`config.mk`:
```
export PLATFORM = sky130hd
export DESIGN_NAME = gpc_gpio
export DESIGN_NICKNAME = d
export VERILOG_FILES = /design/src/gpc_pkg.sv /design/src/gpc_gpio.sv
export VERILOG_INCLUDE_DIRS = /design/src
export SDC_FILE = /design/constraint.sdc
export NUM_CORES = 1
export LEC_CHECK = 0
export ABC_AREA = 1
export BUFFER_PORTS_ARGS = -buffer_cell sky130_fd_sc_hd__buf_4
export CORE_ASPECT_RATIO = 1.75
export CORE_MARGIN = 1.5
export CORE_UTILIZATION = 58
export CTS_CLUSTER_DIAMETER = 40
export DETAILED_ROUTE_END_ITERATION = 8
export GPL_ROUTABILITY_DRIVEN = 0
export PLACE_DENSITY = 0.85
export SYNTH_ARGS = -nofsm -noshare
export SYNTH_HDL_FRONTEND = slang
export SYNTH_SLANG_ARGS = --single-unit
```
`constraint.sdc`:
```
create_clock -name clock -period 2.75 [get_ports clock]
set_clock_uncertainty 0.05 [all_clocks]
set_input_delay 0.275 -clock clock [delete_from_list [all_inputs] [get_ports clock]]
set_output_delay 0.275 -clock clock [all_outputs]
set_load 0.005 [all_outputs]
```
`src/gpc_consts.svh`:
```
// Purpose: Register offsets, field positions and reset values of the GPIO ports.
// Assumes: Byte-wide internal data bus with an 8-bit register address.
// Notes:   Definitions only.
`ifndef GPC_CONSTS_SVH
`define GPC_CONSTS_SVH

// ----------------------------------------------------------------------------
// Register addresses
// ----------------------------------------------------------------------------
`define GPC_ADDR_P1_DATA      8'h20
`define GPC_ADDR_P1_DIR       8'h21
`define GPC_ADDR_P1_PULLUP    8'h22
`define GPC_ADDR_P1_DIGSEL    8'h23
`define GPC_ADDR_P2_DATA      8'h24
`define GPC_ADDR_P2_DIR       8'h25
`define GPC_ADDR_P2_PULLUP    8'h26
`define GPC_ADDR_P2_MODE      8'h27
`define GPC_ADDR_P3_DATA      8'h28

// ----------------------------------------------------------------------------
// Mode register fields
// ----------------------------------------------------------------------------
`define GPC_MODE_BUZZER_BIT   7
`define GPC_MODE_PDM_BIT      4
`define GPC_MODE_IRQ1_HI      3
`define GPC_MODE_IRQ1_LO      2
`define GPC_MODE_IRQ0_HI      1
`define GPC_MODE_IRQ0_LO      0
`define GPC_MODE_IMPL_MASK    8'h9F
`define GPC_BUZZER_PIN        7
`define GPC_PDM_PIN           2
`define GPC_P3_WIDTH          4

// ----------------------------------------------------------------------------
// Reset values
// ----------------------------------------------------------------------------
`define GPC_RESET_CTRL        8'h00

`endif

```
`src/gpc_pkg.sv`:
```
// Purpose: Types shared by the GPIO port block.
// Assumes: Nothing beyond the constants header.
// Notes:   Trigger codes 10 and 11 both mean any change.
package gpc_pkg;

  typedef enum logic [1:0] {
    GPC_TRIG_FALL  = 2'h0,
    GPC_TRIG_RISE  = 2'h1,
    GPC_TRIG_ANY_A = 2'h3,
    GPC_TRIG_ANY_B = 2'h2
  } gpc_trig_type;

endpackage

```
`src/gpc_gpio.sv`:
```
// Purpose: Three GPIO ports with direction, pull-up, analog select and pin sharing.
// Assumes: One clock; pins are asynchronous and pass two flip-flops before use.
// Notes:   Data latches carry no reset, so they power up unknown.
`timescale 1ns/1ps
`include "gpc_consts.svh"

module gpc_gpio
  import gpc_pkg::*;
(
  // Clock and reset
  input  wire logic        clock,
  input  wire logic        rst_n,
  // Internal register bus
  input  wire logic [7:0]  bus_addr,
  input  wire logic        bus_write,
  input  wire logic        bus_read,
  input  wire logic [7:0]  bus_wdata,
  output logic      [7:0]  bus_rdata,
  // Port 1 pins
  input  wire logic [7:0]  p1_in,
  output logic      [7:0]  p1_out,
  output logic      [7:0]  p1_oe_n,
  output logic      [7:0]  p1_pullup_en,
  output logic      [7:0]  p1_analog_en,
  // Port 2 pins
  input  wire logic [7:0]  p2_in,
  output logic      [7:0]  p2_out,
  output logic      [7:0]  p2_oe_n,
  output logic      [7:0]  p2_pullup_en,
  // Port 3 pins, direction comes from the p3_dir input, not a control register
  input  wire logic [3:0]  p3_in,
  input  wire logic [3:0]  p3_dir,
  output logic      [3:0]  p3_out,
  output logic      [3:0]  p3_oe_n,
  // Shared functions
  input  wire logic        buzzer_in,
  input  wire logic        pdm_in,
  output logic             pdm_enable,
  output logic      [1:0]  ext_irq_event
);

  // --------------------------------------------------------------------------
  // Registers
  // --------------------------------------------------------------------------
  logic [7:0] p1_dir_reg;
  logic [7:0] p1_pullup_reg;
  logic [7:0] p1_digsel_reg;
  logic [7:0] p2_dir_reg;
  logic [7:0] p2_pullup_reg;
  logic [7:0] p2_mode_reg;
  logic [7:0] p1_data_reg;
  logic [7:0] p2_data_reg;
  logic [3:0] p3_data_reg;
  logic [7:0] p1_meta_reg;
  logic [7:0] p1_sync_reg;
  logic [7:0] p2_meta_reg;
  logic [7:0] p2_sync_reg;
  logic [3:0] p3_meta_reg;
  logic [3:0] p3_sync_reg;
  logic [1:0] irq_prev_reg;
  logic [1:0] irq_next;
  logic [7:0] rdata_next;
  logic [7:0] mode_wr;

  function automatic logic hit(input logic [7:0] a);
    hit = bus_write && (bus_addr == a);
  endfunction

  function automatic logic trig_hit(input gpc_trig_type mode, input logic prev,
                                    input logic cur);
    unique case (mode)
      GPC_TRIG_FALL:  trig_hit = prev & ~cur;
      GPC_TRIG_RISE:  trig_hit = ~prev & cur;
      GPC_TRIG_ANY_A: trig_hit = prev ^ cur;
      GPC_TRIG_ANY_B: trig_hit = prev ^ cur;
    endcase
  endfunction

  assign mode_wr = bus_wdata & `GPC_MODE_IMPL_MASK;

  // --------------------------------------------------------------------------
  // Control registers
  // --------------------------------------------------------------------------
  always_ff @(posedge clock or negedge rst_n) begin
    if (!rst_n) begin
      p1_dir_reg    <= `GPC_RESET_CTRL;
      p2_dir_reg    <= `GPC_RESET_CTRL;
      p1_pullup_reg <= `GPC_RESET_CTRL;
      p2_pullup_reg <= `GPC_RESET_CTRL;
      p1_digsel_reg <= `GPC_RESET_CTRL;
      p2_mode_reg   <= `GPC_RESET_CTRL;
    end else begin
      if (hit(`GPC_ADDR_P1_DIR)) p1_dir_reg <= bus_wdata;
      if (hit(`GPC_ADDR_P2_DIR)) p2_dir_reg <= bus_wdata;
      if (hit(`GPC_ADDR_P1_PULLUP)) p1_pullup_reg <= bus_wdata;
      if (hit(`GPC_ADDR_P2_PULLUP)) p2_pullup_reg <= bus_wdata;
      if (hit(`GPC_ADDR_P1_DIGSEL)) p1_digsel_reg <= bus_wdata;
      if (hit(`GPC_ADDR_P2_MODE)) p2_mode_reg <= mode_wr;
    end
  end

  // --------------------------------------------------------------------------
  // Output data latches
  // --------------------------------------------------------------------------
  // No reset: port 1 and 2 pins are inputs until software writes direction, or the port 2 mode bits for pins 7 and 2.
  always_ff @(posedge clock) begin
    if (hit(`GPC_ADDR_P1_DATA)) p1_data_reg <= bus_wdata;
    if (hit(`GPC_ADDR_P2_DATA)) p2_data_reg <= bus_wdata;
    if (hit(`GPC_ADDR_P3_DATA)) p3_data_reg <= bus_wdata[3:0];
  end

  // --------------------------------------------------------------------------
  // Pin synchronisers
  // --------------------------------------------------------------------------
  always_ff @(posedge clock or negedge rst_n) begin
    if (!rst_n) begin
      p1_meta_reg <= 8'h00;
      p1_sync_reg <= 8'h00;
      p2_meta_reg <= 8'h00;
      p2_sync_reg <= 8'h00;
      p3_meta_reg <= 4'h0;
      p3_sync_reg <= 4'h0;
    end else begin
      p1_meta_reg <= p1_in;
      p1_sync_reg <= p1_meta_reg;
      p2_meta_reg <= p2_in;
      p2_sync_reg <= p2_meta_reg;
      p3_meta_reg <= p3_in;
      p3_sync_reg <= p3_meta_reg;
    end
  end

  // --------------------------------------------------------------------------
  // Pin drivers
  // --------------------------------------------------------------------------
  always_comb begin
    p1_out       = p1_data_reg;
    p1_oe_n      = ~p1_dir_reg;
    p1_pullup_en = p1_pullup_reg;
    p1_analog_en = ~p1_digsel_reg;
    p2_out       = p2_data_reg;
    p2_oe_n      = ~p2_dir_reg;
    p2_pullup_en = p2_pullup_reg;
    p3_out       = p3_data_reg;
    p3_oe_n      = ~p3_dir;
    pdm_enable   = p2_mode_reg[`GPC_MODE_PDM_BIT];
    if (p2_mode_reg[`GPC_MODE_BUZZER_BIT]) begin
      p2_out[`GPC_BUZZER_PIN]  = buzzer_in;
      p2_oe_n[`GPC_BUZZER_PIN] = 1'b0;
    end
    if (p2_mode_reg[`GPC_MODE_PDM_BIT]) begin
      p2_out[`GPC_PDM_PIN]  = pdm_in;
      p2_oe_n[`GPC_PDM_PIN] = 1'b0;
    end
  end

  // --------------------------------------------------------------------------
  // External interrupt edge detection
  // --------------------------------------------------------------------------
  // The previous level is taken from the second sync stage, never the first.
  genvar gi;
  generate
    for (gi = 0; gi < 2; gi++) begin : g_irq
      always_comb begin
        irq_next[gi] = trig_hit(gpc_trig_type'(p2_mode_reg[2*gi+1 -: 2]),
                                irq_prev_reg[gi], p2_sync_reg[gi]);
      end
    end
  endgenerate

  always_ff @(posedge clock or negedge rst_n) begin
    if (!rst_n) begin
      irq_prev_reg  <= 2'h0;
      ext_irq_event <= 2'h0;
    end else begin
      irq_prev_reg  <= p2_sync_reg[1:0];
      ext_irq_event <= irq_next;
    end
  end

  // --------------------------------------------------------------------------
  // Read path
  // --------------------------------------------------------------------------
  always_comb begin
    rdata_next = 8'h00;
    unique case (bus_addr)
      `GPC_ADDR_P1_DATA:
        rdata_next = (p1_dir_reg & p1_data_reg)
                   | (~p1_dir_reg & p1_digsel_reg & p1_sync_reg);
      `GPC_ADDR_P1_DIR:    rdata_next = p1_dir_reg;
      `GPC_ADDR_P1_PULLUP: rdata_next = p1_pullup_reg;
      `GPC_ADDR_P1_DIGSEL: rdata_next = p1_digsel_reg;
      `GPC_ADDR_P2_DATA:
        rdata_next = (p2_dir_reg & p2_data_reg) | (~p2_dir_reg & p2_sync_reg);
      `GPC_ADDR_P2_DIR:    rdata_next = p2_dir_reg;
      `GPC_ADDR_P2_PULLUP: rdata_next = p2_pullup_reg;
      `GPC_ADDR_P2_MODE:   rdata_next = p2_mode_reg;
      `GPC_ADDR_P3_DATA:
        rdata_next = {4'h0, (p3_dir & p3_data_reg) | (~p3_dir & p3_sync_reg)};
      default:             rdata_next = 8'h00;
    endcase
  end

  always_ff @(posedge clock or negedge rst_n) begin
    if (!rst_n) begin
      bus_rdata <= 8'h00;
    end else if (bus_read) begin
      bus_rdata <= rdata_next;
    end
  end
endmodule // gpc_gpio

```
==> flow_summary.json, run 1 <==
{
  "synth_top_cell_by_area": "dfrtp_1",
  "cts.clk_slew.worst_paths_ps": 50,
  "grt_pass1_wl_um": 22400,
  "post-route-min-period_ps": 1600,
  "peakVddDrop_uv": 561,
  "first_pass_iters": 6,
  "drive_gt1_share_pct": 29.8,
  "die_x_um": 74.6,
  "slew_violations": 0,
  "syn-cell-area_mm2": 0.00520,
  "slew_headroom_pct": 32.6,
  "cts_resized": 0,
  "crit_path_start_kind": "flop",
  "setup_slack_ps": 1150,
  "diodes": 0,
  "grt_max_degree": 83,
  "whs_ps": -15.3,
  "ys_top_cells_by_area": "dfrtp_1 47%, edfxtp_1 12%, nand2_1 11%, nand3_1 5.5%, o21ai_2 5.1%",
  "grt_busiest_layer": "met2",
  "gr-usage-met2_pct": 53.3,
  "cts.sinks": 118,
  "worstSkewPairLatency_ps": 420,
  "ys_ff_latch": 118,
  "nNetsFinal": 726,
  "multi_input_area_mm2": 0.00175,
  "finalSetupViolCount": 0,
  "drt_iter0_drc": 364,
  "seq_area_frac_synth_pct": 58.7,
  "grt_setup_unrepaired": "no",
  "globalRouteOverflowTotal": 0,
  "worstPathRequired_ps": 2420,
  "cp.arrival_ps": 1280,
  "syn_to_final_growth_pct": 34.1,
  "hold_viol": 6,
  "syn-num-nets": 576,
  "tightestPinTransition_ps": 1010,
  "cts_setup_buffers": 0,
  "dp_hpwl_um": 9500,
  "via_count": 4408,
  "initial_core_util_pct": 60.0,
  "viasPerCell": 5.47,
  "track_usage_pct": 32.3,
  "syn-mean-instance-area_um2": 9.89,
  "use_met3_pct": 7.55,
  "status": "complete, but fails checks",
  "cap_viol_max_count": 0,
  "final_antenna_net_count": 0,
  "max_freq_mhz": 624,
  "grt_pass1_vias": 4586,
  "cts_buffers": 17,
  "cts_buffer_depth": 2,
  "use_met1_pct": 35.6,
  "ctsHoldBuffers": 24,
  "register_area_mm2": 0.00305,
  "core_mm2": 0.00867,
  "violations": "negative hold slack",
  "synthCells": 526,
  "io_buffers": 120,
  "die_area_mm2": 0.00957,
  "drc": 0,
  "cts_tree": "yes",
  "p_per_area_mw_per_mm2": 662,
  "antenna_found_initial": 0,
  "crit_type": "reg -> out",
  "synth_cell_types": 29,
  "route.detailed.wl_per_inst_um": 17.5,
  "finalCritPeriodShare_pct": 58.3,
  "fp-row-count": 45,
  "dieHeight_um": 128,
  "cts_root_buf": "clkbuf_16",
  "synth_top_area_share_pct": 47.1,
  "nFillCells": 533,
  "htree_num_levels": 4,
  "min_path_type": "in -> async",
  "pin_count": 121,
  "place_ws_ps": 864,
  "endpoint_kind": "output port",
  "critPathMaxFanout": 5,
  "totalWireLength_um": 14100,
  "finalSetupTns_ps": 0,
  "yosys_warnings": 0,
  "leakage_nw": 3.40
}
[area by class of cell]
| class | instances | share of cell area, % |
|---|---|---|
| Clock buffer | 24 | 6.62 |
| Tap cell | 117 | 2.10 |
| Sequential cell | 118 | 43.8 |
| Timing Repair Buffer | 150 | 17.0 |
| Inverter | 56 | 3.01 |
| Clock inverter | 8 | 2.46 |
| Multi-Input combinational cell | 333 | 25.1 |
[final timing paths]
kind | endpoint | start | slack (ps) | cells past startpoint
worst min-delay path | p3_sync_reg[1]$_DFF_PN0_ | rst_n | -20 | 1
worst min register to register | p3_sync_reg[1]$_DFF_PN0_ | p3_meta_reg[1]$_DFF_PN0_ | 290 | 0
max in group asynchronous | p1_digsel_reg[3]$_DFFE_PN0P_ | rst_n | 1930 | 2
min in group clock | p2_data_reg[2]$_DFFE_PP_ | bus_wdata[2] | 20 | 1
worst max register to register | bus_rdata[7]$_DFFE_PN0P_ | p2_dir_reg[7]$_DFFE_PN0P_ | 1430 | 9
worst max-delay path | p2_out[2] | p2_mode_reg[4]$_DFFE_PN0P_ | 1150 | 4
[placed cells by master, fill, tap and decap left out, drive strengths merged]
master       count
nor2            40
bufinv           5
nand2          155
o21ai           48
clkbuf          24
ha               4
a211oi           2
edfxtp          20
a21oi            5
dfrtp           98
inv             56
clkinvlp         1
clkinv           2
nand3           63
buf            126
mux2i            2
nor3             3
dlygate4sd3     24
nand4           11
[per-layer routing]
metal	routed length, um	vias up	share of wire [%]
met3	820	66	5.8
li1	-	2003	-
met5	0	-	0
met2	7620	231	54
met4	737	0	5.2
met1	4890	2108	35
[critical path: stages (launching register included)]
cell	delay (ps)
dfrtp_1	480
inv_1	120
nand2_1	90
nand2_1	50
buf_4	130
[logic make-up after synthesis]
| family | after synthesis | synth area share, % |
|---|---|---|
| fa+ha+maj | 4 | 0.962 |
| mux | 2 | 0.385 |
| flops | 118 | 58.7 |
| compound gates | 55 | 7.55 |
| simple gates | 272 | 24.7 |
| buf+inv | 75 | 7.72 |
[report_power, final]
| part | internal [mW] | switching (mW) | leakage, nW | total [mW] |
|---|---|---|---|---|
| combinational | 0.153 | 0.187 | 1.66 | 0.340 |
| sequential | 1.85 | 0.0527 | 1.44 | 1.90 |
| clock | 1.63 | 0.748 | 0.303 | 2.38 |
[cell usage after synthesis (all sizes together)]
library cell,instances
a211oi,2
a21oi,5
buf,19
dfrtp,98
edfxtp,20
ha,4
inv,56
mux2i,2
nand2,155
nand3,63
nand4,11
nor2,40
nor3,3
o21ai,48
[per-stage QoR]
| stage | instance area (um^2) | utilization, % | power, mW | std cells | hold slack (ps) |
|---|---|---|---|---|---|
| global placement | 6100 | 70.4 | 2.22 | 750 | 282 |
| floorplan | 5200 | - | 2.04 | 526 | -70.6 |
| CTS | 6980 | 80.5 | 4.63 | 806 | 3.23 |
| detailed placement | 6100 | 70.4 | 2.23 | 750 | 285 |
| finish | 6980 | 80.5 | 4.62 | 806 | -15.3 |
| global route | 6980 | 80.5 | 4.75 | 806 | 7.81 |
Power figures use the tool's default switching activity.
==> inputs of run 2 (changes only) <==
--- a/config.mk
+++ b/config.mk
@@ -10,11 +10,11 @@
 export BUFFER_PORTS_ARGS = -buffer_cell sky130_fd_sc_hd__buf_4
 export CORE_ASPECT_RATIO = 1.75
 export CORE_MARGIN = 1.5
-export CORE_UTILIZATION = 58
+export CORE_UTILIZATION = 49
 export CTS_CLUSTER_DIAMETER = 40
 export DETAILED_ROUTE_END_ITERATION = 8
 export GPL_ROUTABILITY_DRIVEN = 0
-export PLACE_DENSITY = 0.85
+export PLACE_DENSITY = 0.77
 export SYNTH_ARGS = -nofsm -noshare
 export SYNTH_HDL_FRONTEND = slang
 export SYNTH_SLANG_ARGS = --single-unit
==> constraint.sdc (replaced) <==
create_clock -name clock -period 1.3 [get_ports clock]
set_clock_uncertainty 0.05 [all_clocks]
set_input_delay 0.13 -clock clock [delete_from_list [all_inputs] [get_ports clock]]
set_output_delay 0.13 -clock clock [all_outputs]
set_load 0.005 [all_outputs]
==> run 2 against run 1 <==
The run ends with negative setup slack left; first-iteration DRC count is 12% lower; clock power grew 110%; power rose by 110%; core utilization down 8.4 points; critical endpoint unchanged; largest cell class unchanged; highest routed layer unchanged.
==> flow_summary.json, run 2 (synthesis results as in run 1) <==
{
  "status": "complete, but fails checks",
  "violations": "negative setup slack",
  "worstPathRequired_ps": 1120,
  "globalRouteOverflowTotal": 0,
  "cts.sinks": 118,
  "io_buffers": 120,
  "cts_tree": "yes",
  "grt_busiest_layer": "met2",
  "drc": 0,
  "min_path_type": "in -> reg",
  "cap_viol_max_count": 0,
  "track_usage_pct": 26.5,
  "slew_violations": 0,
  "grt_max_degree": 99,
  "final_antenna_net_count": 0,
  "finalSetupViolCount": 1,
  "dp_hpwl_um": 9870,
  "pin_count": 121,
  "peakVddDrop_uv": 1160,
  "cts_root_buf": "clkbuf_16",
  "gr-usage-met2_pct": 46.4,
  "critical_path.startpoint": "p2_mode_reg[4]$_DFFE_PN0P_",
  "grt_pass1_vias": 4513,
  "fp-row-count": 49,
  "tightestPinTransition_ps": 523,
  "setup_slack_ps": -37.4,
  "via_count": 4469,
  "place_inst": 779,
  "initial_core_util_pct": 50.5,
  "hold_path.startpoint": "bus_addr[6]",
  "nFillCells": 727,
  "worstSkewPairLatency_ps": 420,
  "stdcell_count": 849,
  "grt_setup_unrepaired": "yes",
  "antenna_found_initial": 0,
  "use_met1_pct": 29.8,
  "first_pass_iters": 7,
  "mostFrequentLayoutCell": "buf_4",
  "viasPerCell": 5.26,
  "finalCritPeriodShare_pct": 103,
  "cp.arrival_ps": 1160,
  "p_per_area_mw_per_mm2": 1310,
  "use_met3_pct": 5.44,
  "syn_to_final_growth_pct": 42.6,
  "totalWireLength_um": 14000,
  "mostFrequentLayoutCells": "145 x buf_4, 143 x nand2_1, 97 x dfrtp_1",
  "post-route-min-period_ps": 1340,
  "endpoint_kind": "output port",
  "worstReg2RegStart": "p2_mode_reg[7]$_DFFE_PN0P_",
  "cts_buffer_depth": 2,
  "grt_pass1_wl_um": 22200,
  "max_freq_mhz": 748,
  "cts_buffers": 17,
  "diodes": 0,
  "htree_num_levels": 4,
  "core_mm2": 0.0103,
  "nNetsFinal": 759,
  "hold_viol": 0,
  "die_x_um": 80.9,
  "die_area_mm2": 0.0113,
  "drt_iter0_drc": 321,
  "leakage_nw": 3.62,
  "crit_path_start_kind": "flop",
  "place_ws_ps": -113,
  "route.detailed.wl_per_inst_um": 16.5,
  "drive_gt1_share_pct": 36.6,
  "dieHeight_um": 139,
  "cts.clk_slew.worst_paths_ps": 60,
  "crit_type": "reg -> out",
  "slew_headroom_pct": 65.1,
  "critPathMaxFanout": 5
}
-- run 2: power by group --
part / switching, mW / internal [mW] / total [mW]
clock: 1.65 / 3.25 / 4.90
sequential: 0.112 / 3.91 / 4.02
combinational: 0.415 / 0.384 / 0.798
-- run 2: what timing repair did --
action / 4_1_cts / 5_1_grt
hold endpoints to repair: 146 / 0
setup buffers: 2 / 8
setup endpoints to repair: 3 / 8
pin swaps: 0 / 11
hold buffers: 30 / 0
gates resized for setup: 5 / 20
-- run 2: cell type report --
cell class | instances | area, um^2 | share of cell area (%)
well taps | 127 | 159 | 2.14
clock buffers | 20 | 447 | 6.02
flip-flops and latches | 118 | 3050 | 41.2
inverters | 56 | 220 | 2.97
repair buffers | 183 | 1520 | 20.5
multi-input cells | 333 | 1840 | 24.8
clock inverters | 12 | 176 | 2.38
-- run 2: critical path, cell delays in order (launching register included) --
cell and delay (ps):
dfrtp_2 450, inv_2 80, nand2_2 50, nand2_2 70, buf_6 90
-- run 2: worst paths after layout --
kind	endpoint	slack, ps	cells past startpoint
min	p3_out[1]$_DFFE_PP_	220	6
min in group asynchronous	p3_sync_reg[1]$_DFF_PN0_	240	3
max	p2_out[2]	-40	4
max in group asynchronous	p2_mode_reg[4]$_DFFE_PN0P_	540	3
max reg2reg	bus_rdata[7]$_DFFE_PN0P_	60	8
min reg2reg	p1_sync_reg[2]$_DFF_PN0_	300	0
-- run 2: per-layer routing --
| layer | routed length [um] | part of all wire, % | up-vias |
|---|---|---|---|
| met2 | 7630 | 54 | 208 |
| met4 | 601 | 4.3 | 0 |
| met1 | 5090 | 36 | 2135 |
| li1 | - | - | 2071 |
| met5 | 0 | 0 | - |
| met3 | 704 | 5.0 | 55 |
-- run 2: metrics by stage --
step	hold slack, ps	area [um^2]	power [mW]	setup TNS [ps]	util [%]
after floorplan	-216	5250	4.33	0	-
after CTS	218	7300	9.73	-38.9	70.9
after global placement	168	6370	4.75	-2080	61.8
after detailed placement	178	6370	4.77	-3370	61.8
after global routing	234	7420	10.0	-121	72.0
final	220	7420	9.72	-37.4	72.0
